===== src/blc_pkg.sv =====
// Purpose: Constants and types for the burst and latency control block
// Assumes: AXI4-Lite register access with 32-bit data, byte addresses
// Notes: Rules follow
// Operation
// - With parity on, read data start CL plus AL plus PL clocks after READ.
// - With parity on, write data are taken CWL plus AL plus PL clocks after WRITE.
// - Burst mode 00, or 01 with A12 high, gives an eight-beat burst.
// - Burst mode 01 with A12 low gives a four-beat burst chop.
// - Burst mode 10 gives a four-beat chop for every command, A12 ignored.
// - Command/address latency leaves termination sampling on the plain command timing.
// - Write data are only taken while the delay-locked loop is marked locked.
package blc_pkg;

    // ==========
    // Bus geometry
    localparam int ADDR_W = 8;
    localparam int DATA_W = 32;
    localparam int BEAT_W = 8;
    localparam int SCHED_W = 80;
    localparam int FIFO_DEPTH = 8;
    localparam int LINK_W = 14;
    localparam logic [1:0] RESP_OKAY = 2'h0;
    localparam logic [1:0] RESP_SLVERR = 2'h2;

    // ==========
    // Register offsets
    localparam logic [ADDR_W-1:0] REG_CTRL = 8'h00;
    localparam logic [ADDR_W-1:0] REG_LAT = 8'h04;
    localparam logic [ADDR_W-1:0] REG_STATUS = 8'h08;
    localparam logic [ADDR_W-1:0] REG_RDATA = 8'h0c;
    localparam logic [ADDR_W-1:0] REG_WDATA = 8'h10;

    // ==========
    // Field positions
    localparam int CTRL_MODE_LSB = 0;
    localparam int CTRL_PAR_BIT = 2;
    localparam int CTRL_CAL_EN_BIT = 3;
    localparam int CTRL_CAL_LSB = 4;
    localparam int CTRL_DLL_BIT = 7;
    localparam int LAT_CL_LSB = 0;
    localparam int LAT_AL_LSB = 8;
    localparam int LAT_PL_LSB = 16;
    localparam int LAT_CWL_LSB = 24;
    localparam int ST_FULL_BIT = 0;
    localparam int ST_EMPTY_BIT = 1;
    localparam int ST_UNDER_BIT = 2;
    localparam int ST_UNLOCK_BIT = 3;
    localparam int ST_ODT_BIT = 4;
    localparam int ST_BC4_BIT = 5;
    localparam int WD_COUNT_LSB = 8;

    // ==========
    // Reset values
    localparam logic [1:0] RST_MODE = 2'h0;
    localparam logic [2:0] RST_CAL = 3'h0;
    localparam logic [4:0] RST_CL = 5'h0b;
    localparam logic [4:0] RST_AL = 5'h00;
    localparam logic [2:0] RST_PL = 3'h4;
    localparam logic [4:0] RST_CWL = 5'h09;

    // ==========
    // Burst modes and commands
    typedef enum logic [1:0] {
        BM_FIXED8 = 2'b00,
        BM_OTF = 2'b01,
        BM_FIXED4 = 2'b10,
        BM_RSVD = 2'b11
    } blc_burst_t;

    typedef enum logic [1:0] {
        CMD_NOP = 2'b00,
        CMD_READ = 2'b01,
        CMD_WRITE = 2'b10,
        CMD_RSVD = 2'b11
    } blc_cmd_t;

    // ==========
    // Register state of the top module
    typedef struct packed {
        logic [1:0] burst_mode;
        logic parity_en;
        logic cal_en;
        logic [2:0] cal_lat;
        logic dll_locked;
        logic [4:0] cl;
        logic [4:0] al;
        logic [2:0] pl;
        logic [4:0] cwl;
        logic rd_underrun;
        logic wr_unlocked;
        logic last_bc4;
        logic [BEAT_W-1:0] last_wbeat;
        logic [7:0] wbeat_count;
        logic ck_prev;
        logic [7:0] cs_hist;
        logic [SCHED_W-1:0] rd_sched;
        logic [SCHED_W-1:0] wr_sched;
        logic odt_term;
        logic [BEAT_W-1:0] dq_out;
        logic dq_oe;
        logic awready;
        logic wready;
        logic aw_held;
        logic w_held;
        logic [ADDR_W-1:0] waddr;
        logic [DATA_W-1:0] wdata;
        logic [3:0] wstrb;
        logic bvalid;
        logic [1:0] bresp;
        logic arready;
        logic rvalid;
        logic [DATA_W-1:0] rdata;
        logic [1:0] rresp;
    } blc_state_t;

endpackage : blc_pkg


===== src/blc_fifo.sv =====
// Purpose: Small FIFO holding read-return beats
// Assumes: Single clock, valid and ready on both sides
// Notes: Head word is read from the registered storage array
`timescale 1ns/1ps
`default_nettype none
module blc_fifo #(
    parameter int WIDTH = 8,
    parameter int DEPTH = 8
) (
    input wire logic aclk,
    input wire logic aresetn,
    input wire logic ce,
    input wire logic in_valid,
    output logic in_ready,
    input wire logic [WIDTH-1:0] in_data,
    output logic out_valid,
    input wire logic out_ready,
    output logic [WIDTH-1:0] out_data
);
    localparam int PW = $clog2(DEPTH);
    localparam int CW = $clog2(DEPTH + 1);
    localparam logic [CW-1:0] FULL_CNT = CW'(DEPTH);
    localparam logic [PW-1:0] LAST_PTR = PW'(DEPTH - 1);

    typedef struct packed {
        logic [DEPTH-1:0][WIDTH-1:0] mem;
        logic [PW-1:0] wr_ptr;
        logic [PW-1:0] rd_ptr;
        logic [CW-1:0] count;
    } blc_fifo_t;

    blc_fifo_t s;
    blc_fifo_t next_s;
    logic push;
    logic pop;

    // ==========
    // Pointers and storage
    always_comb begin
        next_s = s;
        push = in_valid && (s.count != FULL_CNT);
        pop = out_ready && (s.count != '0);
        if (push) begin
            next_s.mem[s.wr_ptr] = in_data;
            next_s.wr_ptr = (s.wr_ptr == LAST_PTR) ? '0 : s.wr_ptr + 1'b1;
        end
        if (pop) begin
            next_s.rd_ptr = (s.rd_ptr == LAST_PTR) ? '0 : s.rd_ptr + 1'b1;
        end
        if (push && !pop) begin
            next_s.count = s.count + 1'b1;
        end else if (pop && !push) begin
            next_s.count = s.count - 1'b1;
        end
    end

    always_ff @(posedge aclk) begin
        if (!aresetn) begin
            s <= '0;
        end else if (ce) begin
            s <= next_s;
        end
    end

    assign in_ready = (s.count != FULL_CNT);
    assign out_valid = (s.count != '0);
    assign out_data = s.mem[s.rd_ptr];

endmodule : blc_fifo
`default_nettype wire


===== src/blc_sync.sv =====
// Purpose: Two-stage synchroniser for the link pins
// Assumes: Inputs are asynchronous to aclk
// Notes: First stage feeds only the second stage
`timescale 1ns/1ps
`default_nettype none
module blc_sync #(
    parameter int WIDTH = 14
) (
    input wire logic aclk,
    input wire logic aresetn,
    input wire logic ce,
    input wire logic [WIDTH-1:0] din,
    output logic [WIDTH-1:0] dout
);
    typedef struct packed {
        logic [WIDTH-1:0] stage1;
        logic [WIDTH-1:0] stage2;
    } blc_sync_t;

    blc_sync_t s;
    blc_sync_t next_s;

    // ==========
    // Stages
    always_comb begin
        next_s.stage1 = din;
        next_s.stage2 = s.stage1;
    end

    always_ff @(posedge aclk) begin
        if (!aresetn) begin
            s <= '0;
        end else if (ce) begin
            s <= next_s;
        end
    end

    assign dout = s.stage2;

endmodule : blc_sync
`default_nettype wire


===== src/blc_top.sv =====
// Purpose: Burst length and latency control, device side
// Assumes: Link pins asynchronous to aclk; one data beat per link clock rise
// Notes: Registers over AXI4-Lite; read beats are drained from a FIFO
`timescale 1ns/1ps
`default_nettype none
module blc_top (
    input wire logic aclk,
    input wire logic aresetn,
    input wire logic ce,
    input wire logic s_axi_awvalid,
    output logic s_axi_awready,
    input wire logic [blc_pkg::ADDR_W-1:0] s_axi_awaddr,
    input wire logic [2:0] s_axi_awprot,
    input wire logic s_axi_wvalid,
    output logic s_axi_wready,
    input wire logic [blc_pkg::DATA_W-1:0] s_axi_wdata,
    input wire logic [3:0] s_axi_wstrb,
    output logic s_axi_bvalid,
    input wire logic s_axi_bready,
    output logic [1:0] s_axi_bresp,
    input wire logic s_axi_arvalid,
    output logic s_axi_arready,
    input wire logic [blc_pkg::ADDR_W-1:0] s_axi_araddr,
    input wire logic [2:0] s_axi_arprot,
    output logic s_axi_rvalid,
    input wire logic s_axi_rready,
    output logic [blc_pkg::DATA_W-1:0] s_axi_rdata,
    output logic [1:0] s_axi_rresp,
    input wire logic link_ck,
    input wire logic link_cs_n,
    input wire logic [1:0] link_cmd,
    input wire logic link_a12,
    input wire logic link_odt,
    input wire logic [blc_pkg::BEAT_W-1:0] link_dq_in,
    output logic [blc_pkg::BEAT_W-1:0] link_dq_out,
    output logic link_dq_oe,
    output logic odt_term
);
    import blc_pkg::*;

    // ==========
    // Helpers
    function automatic logic burst_chop(input logic [1:0] mode, input logic a12);
        logic bc4;
        bc4 = 1'b0;
        case (mode)
            BM_FIXED8: bc4 = 1'b0;
            BM_OTF: bc4 = ~a12;
            BM_FIXED4: bc4 = 1'b1;
            default: bc4 = 1'b0;
        endcase
        return bc4;
    endfunction : burst_chop

    function automatic logic [6:0] eff_latency(input logic [4:0] base, input logic [4:0] al,
        input logic [2:0] pl, input logic par);
        logic [6:0] lat;
        lat = 7'(base) + 7'(al);
        if (par) begin
            lat = lat + 7'(pl);
        end
        return lat;
    endfunction : eff_latency

    function automatic logic [SCHED_W-1:0] sched_mask(input logic [6:0] lat, input logic bc4);
        logic [SCHED_W-1:0] m;
        m = {72'h0, (bc4 ? 8'h0f : 8'hff)};
        if (lat != 7'h0) begin
            m = m << (lat - 7'h1);
        end
        return m;
    endfunction : sched_mask

    function automatic logic [DATA_W-1:0] merge_strb(input logic [DATA_W-1:0] old,
        input logic [DATA_W-1:0] nw,
        input logic [3:0] strb);
        logic [DATA_W-1:0] r;
        r = old;
        for (int i = 0; i < 4; i++) begin
            if (strb[i]) begin
                r[i*8 +: 8] = nw[i*8 +: 8];
            end
        end
        return r;
    endfunction : merge_strb

    function automatic logic reg_known(input logic [ADDR_W-1:0] addr);
        logic [ADDR_W-1:0] a;
        a = {addr[ADDR_W-1:2], 2'b00};
        return (a == REG_CTRL) || (a == REG_LAT) || (a == REG_STATUS) ||
               (a == REG_RDATA) || (a == REG_WDATA);
    endfunction : reg_known

    // ==========
    // Link input synchroniser
    logic [LINK_W-1:0] link_raw;
    logic [LINK_W-1:0] link_sync;

    assign link_raw = {link_ck, link_cs_n, link_cmd, link_a12, link_odt, link_dq_in};

    blc_sync #(
        .WIDTH(LINK_W)
    ) u_sync (
        .aclk(aclk),
        .aresetn(aresetn),
        .ce(ce),
        .din(link_raw),
        .dout(link_sync)
    );

    logic lk_ck;
    logic lk_cs_n;
    logic [1:0] lk_cmd;
    logic lk_a12;
    logic lk_odt;
    logic [BEAT_W-1:0] lk_dq;

    assign lk_ck = link_sync[13];
    assign lk_cs_n = link_sync[12];
    assign lk_cmd = link_sync[11:10];
    assign lk_a12 = link_sync[9];
    assign lk_odt = link_sync[8];
    assign lk_dq = link_sync[7:0];

    // ==========
    // Read-return FIFO
    logic fifo_in_valid;
    logic fifo_in_ready;
    logic fifo_out_valid;
    logic fifo_out_ready;
    logic [BEAT_W-1:0] fifo_out_data;

    blc_state_t s;
    blc_state_t next_s;

    blc_fifo #(
        .WIDTH(BEAT_W),
        .DEPTH(FIFO_DEPTH)
    ) u_fifo (
        .aclk(aclk),
        .aresetn(aresetn),
        .ce(ce),
        .in_valid(fifo_in_valid),
        .in_ready(fifo_in_ready),
        .in_data(s.wdata[BEAT_W-1:0]),
        .out_valid(fifo_out_valid),
        .out_ready(fifo_out_ready),
        .out_data(fifo_out_data)
    );

    // ==========
    // Next-state logic
    logic ck_rise;
    logic cs_hit;
    logic bc4;
    logic [6:0] rl;
    logic [6:0] wl;
    logic set_under;
    logic set_unlock;
    logic clr_under;
    logic clr_unlock;
    logic [ADDR_W-1:0] wa;
    logic [ADDR_W-1:0] ra;
    logic [DATA_W-1:0] ctrl_word;
    logic [DATA_W-1:0] lat_word;
    logic [DATA_W-1:0] stat_word;
    logic [DATA_W-1:0] word;

    always_comb begin
        next_s = s;
        fifo_in_valid = 1'b0;
        fifo_out_ready = 1'b0;
        set_under = 1'b0;
        set_unlock = 1'b0;
        clr_under = 1'b0;
        clr_unlock = 1'b0;
        word = '0;
        ck_rise = lk_ck && !s.ck_prev;
        next_s.ck_prev = lk_ck;
        rl = eff_latency(s.cl, s.al, s.pl, s.parity_en);
        wl = eff_latency(s.cwl, s.al, s.pl, s.parity_en);
        bc4 = burst_chop(s.burst_mode, lk_a12);
        if (s.cal_en && (s.cal_lat != 3'h0)) begin
            cs_hit = s.cs_hist[s.cal_lat - 3'h1];
        end else begin
            cs_hit = !lk_cs_n;
        end

        ctrl_word = '0;
        ctrl_word[CTRL_MODE_LSB +: 2] = s.burst_mode;
        ctrl_word[CTRL_PAR_BIT] = s.parity_en;
        ctrl_word[CTRL_CAL_EN_BIT] = s.cal_en;
        ctrl_word[CTRL_CAL_LSB +: 3] = s.cal_lat;
        ctrl_word[CTRL_DLL_BIT] = s.dll_locked;
        lat_word = '0;
        lat_word[LAT_CL_LSB +: 5] = s.cl;
        lat_word[LAT_AL_LSB +: 5] = s.al;
        lat_word[LAT_PL_LSB +: 3] = s.pl;
        lat_word[LAT_CWL_LSB +: 5] = s.cwl;
        stat_word = '0;
        stat_word[ST_FULL_BIT] = !fifo_in_ready;
        stat_word[ST_EMPTY_BIT] = !fifo_out_valid;
        stat_word[ST_UNDER_BIT] = s.rd_underrun;
        stat_word[ST_UNLOCK_BIT] = s.wr_unlocked;
        stat_word[ST_ODT_BIT] = s.odt_term;
        stat_word[ST_BC4_BIT] = s.last_bc4;

        // Link side, one step per link clock rise
        if (ck_rise) begin
            next_s.odt_term = lk_odt;
            next_s.cs_hist = {s.cs_hist[6:0], !lk_cs_n};
            next_s.rd_sched = s.rd_sched >> 1;
            next_s.wr_sched = s.wr_sched >> 1;
            if (cs_hit && (lk_cmd == CMD_READ)) begin
                next_s.rd_sched = next_s.rd_sched | sched_mask(rl, bc4);
                next_s.last_bc4 = bc4;
            end
            if (cs_hit && (lk_cmd == CMD_WRITE)) begin
                next_s.wr_sched = next_s.wr_sched | sched_mask(wl, bc4);
                next_s.last_bc4 = bc4;
            end
            if (s.rd_sched[0]) begin
                next_s.dq_oe = 1'b1;
                fifo_out_ready = 1'b1;
                if (fifo_out_valid) begin
                    next_s.dq_out = fifo_out_data;
                end else begin
                    next_s.dq_out = '0;
                    set_under = 1'b1;
                end
            end else begin
                next_s.dq_oe = 1'b0;
            end
            if (s.wr_sched[0]) begin
                if (s.dll_locked) begin
                    next_s.last_wbeat = lk_dq;
                    next_s.wbeat_count = s.wbeat_count + 8'h01;
                end else begin
                    set_unlock = 1'b1;
                end
            end
        end

        // Write address and data channels
        if (s_axi_awvalid && s.awready) begin
            next_s.awready = 1'b0;
            next_s.aw_held = 1'b1;
            next_s.waddr = s_axi_awaddr;
        end
        if (s_axi_wvalid && s.wready) begin
            next_s.wready = 1'b0;
            next_s.w_held = 1'b1;
            next_s.wdata = s_axi_wdata;
            next_s.wstrb = s_axi_wstrb;
        end
        wa = {s.waddr[ADDR_W-1:2], 2'b00};
        if (s.aw_held && s.w_held && !s.bvalid) begin
            if ((wa == REG_RDATA) && s.wstrb[0]) begin
                fifo_in_valid = 1'b1;
            end
            if (!fifo_in_valid || fifo_in_ready) begin
                next_s.aw_held = 1'b0;
                next_s.w_held = 1'b0;
                next_s.bvalid = 1'b1;
                next_s.bresp = reg_known(s.waddr) ? RESP_OKAY : RESP_SLVERR;
                if (wa == REG_CTRL) begin
                    word = merge_strb(ctrl_word, s.wdata, s.wstrb);
                    next_s.burst_mode = word[CTRL_MODE_LSB +: 2];
                    next_s.parity_en = word[CTRL_PAR_BIT];
                    next_s.cal_en = word[CTRL_CAL_EN_BIT];
                    next_s.cal_lat = word[CTRL_CAL_LSB +: 3];
                    next_s.dll_locked = word[CTRL_DLL_BIT];
                end
                if (wa == REG_LAT) begin
                    word = merge_strb(lat_word, s.wdata, s.wstrb);
                    next_s.cl = word[LAT_CL_LSB +: 5];
                    next_s.al = word[LAT_AL_LSB +: 5];
                    next_s.pl = word[LAT_PL_LSB +: 3];
                    next_s.cwl = word[LAT_CWL_LSB +: 5];
                end
                if ((wa == REG_STATUS) && s.wstrb[0]) begin
                    clr_under = s.wdata[ST_UNDER_BIT];
                    clr_unlock = s.wdata[ST_UNLOCK_BIT];
                end
            end
        end
        if (s.bvalid && s_axi_bready) begin
            next_s.bvalid = 1'b0;
            next_s.awready = 1'b1;
            next_s.wready = 1'b1;
        end

        // Sticky flags, a new event beats a clear
        next_s.rd_underrun = (s.rd_underrun && !clr_under) || set_under;
        next_s.wr_unlocked = (s.wr_unlocked && !clr_unlock) || set_unlock;

        // Read channel
        ra = {s_axi_araddr[ADDR_W-1:2], 2'b00};
        if (s_axi_arvalid && s.arready) begin
            next_s.arready = 1'b0;
            next_s.rvalid = 1'b1;
            next_s.rresp = reg_known(s_axi_araddr) ? RESP_OKAY : RESP_SLVERR;
            case (ra)
                REG_CTRL: next_s.rdata = ctrl_word;
                REG_LAT: next_s.rdata = lat_word;
                REG_STATUS: next_s.rdata = stat_word;
                REG_WDATA: next_s.rdata = {16'h0, s.wbeat_count, s.last_wbeat};
                default: next_s.rdata = '0;
            endcase
        end
        if (s.rvalid && s_axi_rready) begin
            next_s.rvalid = 1'b0;
            next_s.arready = 1'b1;
        end
    end

    // ==========
    // State register
    always_ff @(posedge aclk) begin
        if (!aresetn) begin
            s <= '0;
            s.burst_mode <= RST_MODE;
            s.cal_lat <= RST_CAL;
            s.cl <= RST_CL;
            s.al <= RST_AL;
            s.pl <= RST_PL;
            s.cwl <= RST_CWL;
            s.awready <= 1'b1;
            s.wready <= 1'b1;
            s.arready <= 1'b1;
        end else if (ce) begin
            s <= next_s;
        end
    end

    // ==========
    // Outputs
    assign s_axi_awready = s.awready;
    assign s_axi_wready = s.wready;
    assign s_axi_bvalid = s.bvalid;
    assign s_axi_bresp = s.bresp;
    assign s_axi_arready = s.arready;
    assign s_axi_rvalid = s.rvalid;
    assign s_axi_rdata = s.rdata;
    assign s_axi_rresp = s.rresp;
    assign link_dq_out = s.dq_out;
    assign link_dq_oe = s.dq_oe;
    assign odt_term = s.odt_term;

endmodule : blc_top
`default_nettype wire


===== config.mk =====
export PLATFORM = sky130hd
export DESIGN_NAME = blc_top
export DESIGN_NICKNAME = d
export VERILOG_FILES = /design/src/blc_pkg.sv /design/src/blc_fifo.sv /design/src/blc_sync.sv /design/src/blc_top.sv
export SDC_FILE = /design/constraint.sdc
export NUM_CORES = 1
export LEC_CHECK = 0
export ABC_AREA = 1
export ABC_CLOCK_PERIOD_IN_PS = 7400
export BUFFER_PORTS_ARGS = -buffer_cell sky130_fd_sc_hd__buf_2
export CAP_MARGIN = 5
export CORE_ASPECT_RATIO = 1.5
export CORE_MARGIN = 4
export CORE_UTILIZATION = 50
export CTS_CLUSTER_SIZE = 10
export DETAILED_ROUTE_END_ITERATION = 8
export GPL_ROUTABILITY_DRIVEN = 0
export PLACE_DENSITY = 0.68
export SLEW_MARGIN = 20
export SYNTH_ARGS = -nofsm -noshare
export SYNTH_HDL_FRONTEND = slang
export SYNTH_SLANG_ARGS = --single-unit

===== constraint.sdc =====
create_clock -name aclk -period 7.4 [get_ports aclk]
set_clock_uncertainty 0.1 [all_clocks]
set_input_delay 0.74 -clock aclk [delete_from_list [all_inputs] [get_ports aclk]]
set_output_delay 0.74 -clock aclk [all_outputs]
set_load 0.01 [all_outputs]

==> impl_metrics.yaml, run 1 <==
grt:
  number_of_global_route_vias_before_repair: 16672
  grt_usage: 0.240
  grt_pass1_wl_um: 83000
  pin_count_of_the_biggest_net_entering_global_routing: 251
  grt_antenna_before_repair: 0
  total_congestion_overflow_after_global_routing: 0
floorplanning:
  chipHeight_um: 245
  die_area_mm2: 0.0408
  die_w_um: 166
  fp-row-count: 86
  io_pins: 131
  total_core_area_mm2: 0.0369
  starting_utilization_of_the_core_area: 0.509
clock_network:
  clockBufferDepth: 3
  worstSkewPairLatency_ps: 560
  cts.sinks: 390
  root_buffer: "sky130_fd_sc_hd__clkbuf_16"
  clock_slew_at_the_register_clock_pins_of_the_worst_setup_and_hold_paths_ps: 60
  cts_tree: "yes"
  numCtsBuffers: 45
  cts.repair_timing.setup_buffer_count: 0
  cts-resized-gates: 0
  cts_htree_levels: 2
  post_cts_hold_fix_bufs: 0
worst_setup_path:
  critPathLaunchType: "flip-flop"
  crit_fanout: 28
  timing_worst_setup_path_type: "flip-flop to flip-flop"
  required_ps: 7780
  timing.critical_path.to_type: "flip-flop"
  worstPathArrival_ps: 4770
pwr:
  vdd_drop_max_v: 0.000186
  p_leak_nw: 8.66
  power_per_cell_area_mw_per_mm2: 218
yosys:
  synth.top_cells.by_area: "sky130_fd_sc_hd__dfxtp_1 (42%), sky130_fd_sc_hd__nand2_1 (10%), sky130_fd_sc_hd__o21ai_0 (9.5%)"
  syn-mean-instance-area_um2: 6.92
  syn-cell-area_mm2: 0.0188
  synth-warning-count: 0
  yosys.cell_types.count: 48
  synthDominantCellAreaShare: 0.416
  synthCells: 2715
  synth.ff_latch_count: 390
  netlist.top_cell.by_area: "sky130_fd_sc_hd__dfxtp_1"
  synth.yosys.seq_area_share: 0.416
detailed_routing:
  drt-pass1-iter-count: 6
  route.antenna.remaining_nets: 0
  routed_wire_length_per_instance_um: 16.1
  post_route_drc: 0
  vias_per_cell: 5.49
  num_vias: 17435
  initialDrtViolationCount: 1160
  wl_um: 51000
timing:
  final_hold_violating_endpoints: 0
  final_critical_path_setup_slack_ps: 3020
  max_slew.worst_pin.slew_ps: 1230
  finalWorstPathRequiredPeriod_ps: 4380
  worst_hold_slack_ps: 311
  endpoints_failing_setup: 0
  rsz0062_at_grt: "false"
  max_clock_freq_ghz: 0.228
  max_slew_margin: 0.175
  final_max_slew_viol_count: 0
  totalNegativeSetupSlack_ps: 0
  final_min_period_over_clock_period: 0.592
cells_and_area:
  fill_cells: 3628
  areaGrowthSynthToFinish_pct: 7.72
  layout-drive-gt1-share: 0.0840
  final_nets: 2803
  n_antenna_cell: 0
  postLayoutCoreUtil: 0.548
  finished_cell_area_mm2: 0.0202
min_path:
  timing.hold.worst.class: "input port to flip-flop"
place:
  hpwl_um: 34100
  pre_cts_slack_ps: 3040
  placedInstanceArea_mm2: 0.0190
  port_buffers: 99
run_status:
  status: "finished clean"
flow_run:
  maxCapViolCount: 0
[cell usage in the layout, fill, tap and decap left out, drive strengths merged, types with 7 or more instances in the layout]
cell / instances
nor2: 474
clkbuf: 49
o221ai: 7
ha: 34
nand3: 104
o211ai: 13
nand2: 515
inv: 154
a22oi: 9
clkinv: 13
o22ai: 13
a21oi: 326
nand4: 11
o21ai: 377
nor3: 33
a211oi: 13
buf: 112
conb: 10
dfxtp: 390
[through the flow]
step                      power, W  std cells
final                      0.00441       3173
after global routing       0.00457       3173
after CTS                  0.00445       3173
after detailed placement   0.00251       3121
after global placement     0.00251       3121
after floorplan            0.00244       2724
[worst max-delay path: stages, from the launching register on]
cell and delay [ps]:
sky130_fd_sc_hd__dfxtp_1 340, sky130_fd_sc_hd__ha_1 250, sky130_fd_sc_hd__fa_1 550, sky130_fd_sc_hd__inv_1 70
sky130_fd_sc_hd__fa_1 470, sky130_fd_sc_hd__nand2_1 50, sky130_fd_sc_hd__o21ai_1 200, sky130_fd_sc_hd__ha_1 320
sky130_fd_sc_hd__inv_1 80, sky130_fd_sc_hd__nor2_1 190, sky130_fd_sc_hd__nand2_1 80, sky130_fd_sc_hd__nand2_1 80
sky130_fd_sc_hd__nand2_2 280, sky130_fd_sc_hd__inv_1 590, sky130_fd_sc_hd__nand2_1 210, sky130_fd_sc_hd__o21ai_1 210
sky130_fd_sc_hd__nand2_1 80, sky130_fd_sc_hd__a21oi_1 140
[Yosys cell counts, drive strengths merged]
library cell,count
nand4,11
buf,86
o211ai,13
nor2,474
o31ai,3
a31oi,3
xor2,4
ha,34
clkbuf,113
nand3b,3
o21bai,3
nor4,1
a21oi,326
clkinv,11
xnor2,2
o22ai,13
o21ai,377
nand2,515
nand3,104
inv,153
a211oi,13
nor3,33
o221ai,7
o21a,3
or2,1
o211a,1
or3,1
dfxtp,390
fa,5
conb,1
nor3b,2
a22oi,9
[logic make-up (layout without fill, tap and decap cells)]
group	after synthesis	count (layout)	synth area share
other	1	10	0.000200
buffers and inverters	363	328	0.0876
DFF	390	390	0.416
xor gates and xnor gates	6	6	0.00280
adders and majority gates	39	39	0.0280
AOI/OAI and AO/OA	771	771	0.215
and+or+nand+nor	1145	1145	0.250
[final timing paths]
kind / startpoint / endpoint / slack [ps] / cells past startpoint
max: lat_word[8]$_SDFFE_PN0P_ / s[145]$_SDFFE_PN0P_ / 3020 / 17
min: link_dq_in[4] / u_sync.next_s[4]$_SDFFE_PN0P_ / 310 / 3
max reg2reg: lat_word[8]$_SDFFE_PN0P_ / s[145]$_SDFFE_PN0P_ / 3020 / 17
min reg2reg: s[256]$_SDFFE_PN0P_ / s[256]$_SDFFE_PN0P_ / 340 / 2
[state kept, by name, summed over array words and instances (netlist names), 8 cells and up]
register	count
s	221
u_fifo.s	74
s_axi_rdata	24
lat_word	18
u_sync.dout	14
u_sync.next_s	14
ctrl_word	8
link_dq_out	8
[report_power, final]
part / total (W) / internal [W] / switching [W]
clock network: 0.00194 / 0.00110 / 0.000838
registers: 0.00221 / 0.00217 / 0.0000379
logic: 0.000260 / 0.0000803 / 0.000180
[final cells by class]
cell class                      count  area (µm²)  share of cell area
Clock buffer                       49        1160              0.0575
Clock inverter                      3        45.0             0.00223
Inverter                          164         618              0.0306
Multi-Input combinational cell   1971        9370               0.463
Timing Repair Buffer              112         612              0.0303
Sequential cell                   390        7810               0.386
Tap cell                          484         606              0.0299
[layer usage]
| metal | up-vias | wire [µm] | global-route usage | part of all wire |
|---|---|---|---|---|
| met5 | - | 0 | 0 | 0 |
| met1 | 8045 | 20800 | 0.283 | 0.41 |
| li1 | 8827 | - | - | - |
| met3 | 113 | 2040 | 0.0273 | 0.040 |
| met2 | 450 | 26200 | 0.445 | 0.51 |
| met4 | 0 | 1900 | 0.0941 | 0.037 |
No activity file was read; power rests on OpenSTA's default activity.
==> run 2: changes to the inputs <==
- ABC_CLOCK_PERIOD_IN_PS: 7400 -> 4100
- clock period: 7.4 -> 4.1 ns (I/O delays scaled with it)
==> run 2 against run 1 <==
  * Power rose by 81%
  * Worst setup slack got worse by 2800 ps
  * Sequential power rose by 81%
  * Utilization rose by 0.99 points
  * Sequential share of layout area fell by 0.69 points
  * Register-to-register slack got worse by 2800 ps
  * Critical path type unchanged
  * Highest routed layer unchanged
==> impl_metrics.yaml, run 2 (synthesis results as in run 1) <==
timing:
  final_max_slew_viol_count: 0
  totalNegativeSetupSlack_ps: 0
  max_slew_margin: 0.283
  max_clock_freq_ghz: 0.259
  endpoints_failing_setup: 0
  final_hold_violating_endpoints: 0
  rsz0062_at_grt: "false"
  max_slew.worst_pin.slew_ps: 1070
  finalWorstPathRequiredPeriod_ps: 3860
  final_min_period_over_clock_period: 0.942
min_path:
  timing.hold.worst.class: "input port to flip-flop"
  min-delay-start: "link_dq_in[5]"
  worst_hold_path_ep: "u_sync.next_s[5]$_SDFFE_PN0P_"
  hold_depth: 3
floorplanning:
  fp-row-count: 86
  starting_utilization_of_the_core_area: 0.509
  die_area_mm2: 0.0408
  die_w_um: 166
  total_core_area_mm2: 0.0369
  io_pins: 131
  chipHeight_um: 245
pwr:
  power.share.clock: 0.439
  p_total_w: 0.00797
  power_frac_comb: 0.060
  power_per_cell_area_mw_per_mm2: 387
  netSwitchingFraction: 0.236
  seq_power_share: 0.501
  vdd_drop_max_v: 0.000332
  p_leak_nw: 8.84
  cellInternalPower_w: 0.00609
  power.switching_w: 0.00188
detailed_routing:
  drt-pass1-iter-count: 6
  routed_wire_length_per_instance_um: 16.0
  route.antenna.remaining_nets: 0
  num_vias: 17707
  wl_um: 51400
  vias_per_cell: 5.52
  post_route_drc: 0
  initialDrtViolationCount: 1235
clock_network:
  worstSkewPairLatency_ps: 560
  cts_tree: "yes"
  clock_slew_at_the_register_clock_pins_of_the_worst_setup_and_hold_paths_ps: 60
  cts.sinks: 390
  cts.repair_timing.setup_buffer_count: 0
  clockBufferDepth: 3
  cts_htree_levels: 2
  numCtsBuffers: 45
  root_buffer: "sky130_fd_sc_hd__clkbuf_16"
grt:
  total_congestion_overflow_after_global_routing: 0
  grt_antenna_before_repair: 0
  number_of_global_route_vias_before_repair: 16999
  grt_pass1_wl_um: 83900
  grt_usage: 0.244
  pin_count_of_the_biggest_net_entering_global_routing: 228
cells_and_area:
  largest_register_ffs: 221
  n_antenna_cell: 0
  most_common_library_cell_in_the_layout_ignoring_fill_and_taps: "sky130_fd_sc_hd__nand2_1"
  largest_register: "s"
  postLayoutCoreUtil: 0.558
  most_used_cells_in_the_layout_excluding_fill_and_tap_cells: "sky130_fd_sc_hd__nand2_1 (499), sky130_fd_sc_hd__nor2_1 (455), sky130_fd_sc_hd__dfxtp_1 (390)"
  areaGrowthSynthToFinish_pct: 9.67
  layout-drive-gt1-share: 0.0950
  final_nets: 2840
worst_setup_path:
  crit_path_cell_trace: "ha_1 -> fa_1 -> inv_1 -> fa_1 -> nand2_1 -> o21a_1 -> inv_2 -> ha_1 -> inv_1 -> nor2_1 -> inv_1 -> a21oi_1 -> nand2_1 -> nand2_4 -> buf_4 -> nand3_1 -> nor2_1 -> nand2_1 -> a21oi_1"
  timing.critical_path.slowest_cell_delay_ps: 550
  worstPathArrival_ps: 4240
  reg2reg_to: "s[251]$_SDFFE_PN0P_"
  timing_worst_setup_path_type: "flip-flop to flip-flop"
  cp.buffers_inverters: 5
  critical-path-top-delay-family: "adder cells"
  crit-reg2reg-launch: "lat_word[0]$_SDFFE_PN1P_"
  crit_path_top_delay_cell: "sky130_fd_sc_hd__fa_1"
  timing.critical_path.to_type: "flip-flop"
  required_ps: 4480
  ff2ff_setup_slack_ps: 240
  critPathLaunchType: "flip-flop"
  crit_fanout: 16
  worst_r2r_path_depth: 19
flow_run:
  maxCapViolCount: 0
place:
  port_buffers: 99
  hpwl_um: 34800
run_status:
  status: "finished clean"
[run 2: worst max-delay path by stage]
stage | endpoint | cells after the start | start
after global routing | s[204]$_SDFFE_PN0P_ | 18 | lat_word[0]$_SDFFE_PN1P_
after CTS | s[108]$_SDFFE_PN0P_ | 17 | lat_word[8]$_SDFFE_PN0P_
after floorplan | s[103]$_SDFFE_PN0P_ | 20 | lat_word[8]$_SDFFE_PN0P_
after global placement | s[108]$_SDFFE_PN0P_ | 17 | lat_word[8]$_SDFFE_PN0P_
after detailed placement | s[108]$_SDFFE_PN0P_ | 17 | lat_word[8]$_SDFFE_PN0P_
final | s[251]$_SDFFE_PN0P_ | 19 | lat_word[0]$_SDFFE_PN1P_
[run 2: what timing repair did]
item | 4_1_cts | 5_1_grt
hold endpoints to repair | 13 | 0
hold buffers | 13 | 0
resized for setup | 0 | 17
endpoints found under the setup margin | 0 | 90
[run 2: cell type report]
cell class                      count  area [µm²]
Fill cell                        3631       16300
Multi-Input combinational cell   1971        9420
Sequential cell                   390        7810
Clock buffer                       49        1180
Timing Repair Buffer              149         935
Inverter                          164         618
Tap cell                          484         606
Clock inverter                      2        17.5
[run 2: power by group through the flow]
stage          sequential, W  combinational (W)  clock, W
2_1_floorplan        0.00405           0.000352         0
3_3_place_gp         0.00407           0.000457         0
3_5_place_dp         0.00408           0.000465         0
4_1_cts              0.00400           0.000477   0.00357
5_1_grt              0.00401           0.000542   0.00372
6_report             0.00400           0.000477   0.00350
[run 2: metrics by stage]
step	worst slack (ps)	instances	area, µm²	hold WS, ps
finish	236	3209	20600	15.1
detailed placement	43.8	3145	19200	331
global route	17.4	3209	20600	14.5
global placement	163	3145	19200	330
floorplan	756	2724	18800	315
CTS	49.0	3209	20500	4.38
[run 2: per-layer routing]
| metal | global-route usage | up-vias | part of all wire |
|---|---|---|---|
| met5 | 0 | - | 0 |
| li1 | - | 8892 | - |
| met1 | 0.279 | 8194 | 0.40 |
| met4 | 0.123 | 0 | 0.054 |
| met2 | 0.447 | 487 | 0.50 |
| met3 | 0.0285 | 134 | 0.043 |
[run 2: worst register-to-register path: cells and delay by family, from the launching register on]
| family | cells | cell delay (ps) |
|---|---|---|
| adders and majority gates | 4 | 1440 |
| and+or+nand+nor | 7 | 1030 |
| buffers and inverters | 5 | 510 |
| AOI/OAI and AO/OA | 3 | 400 |
| DFF | 1 | 340 |
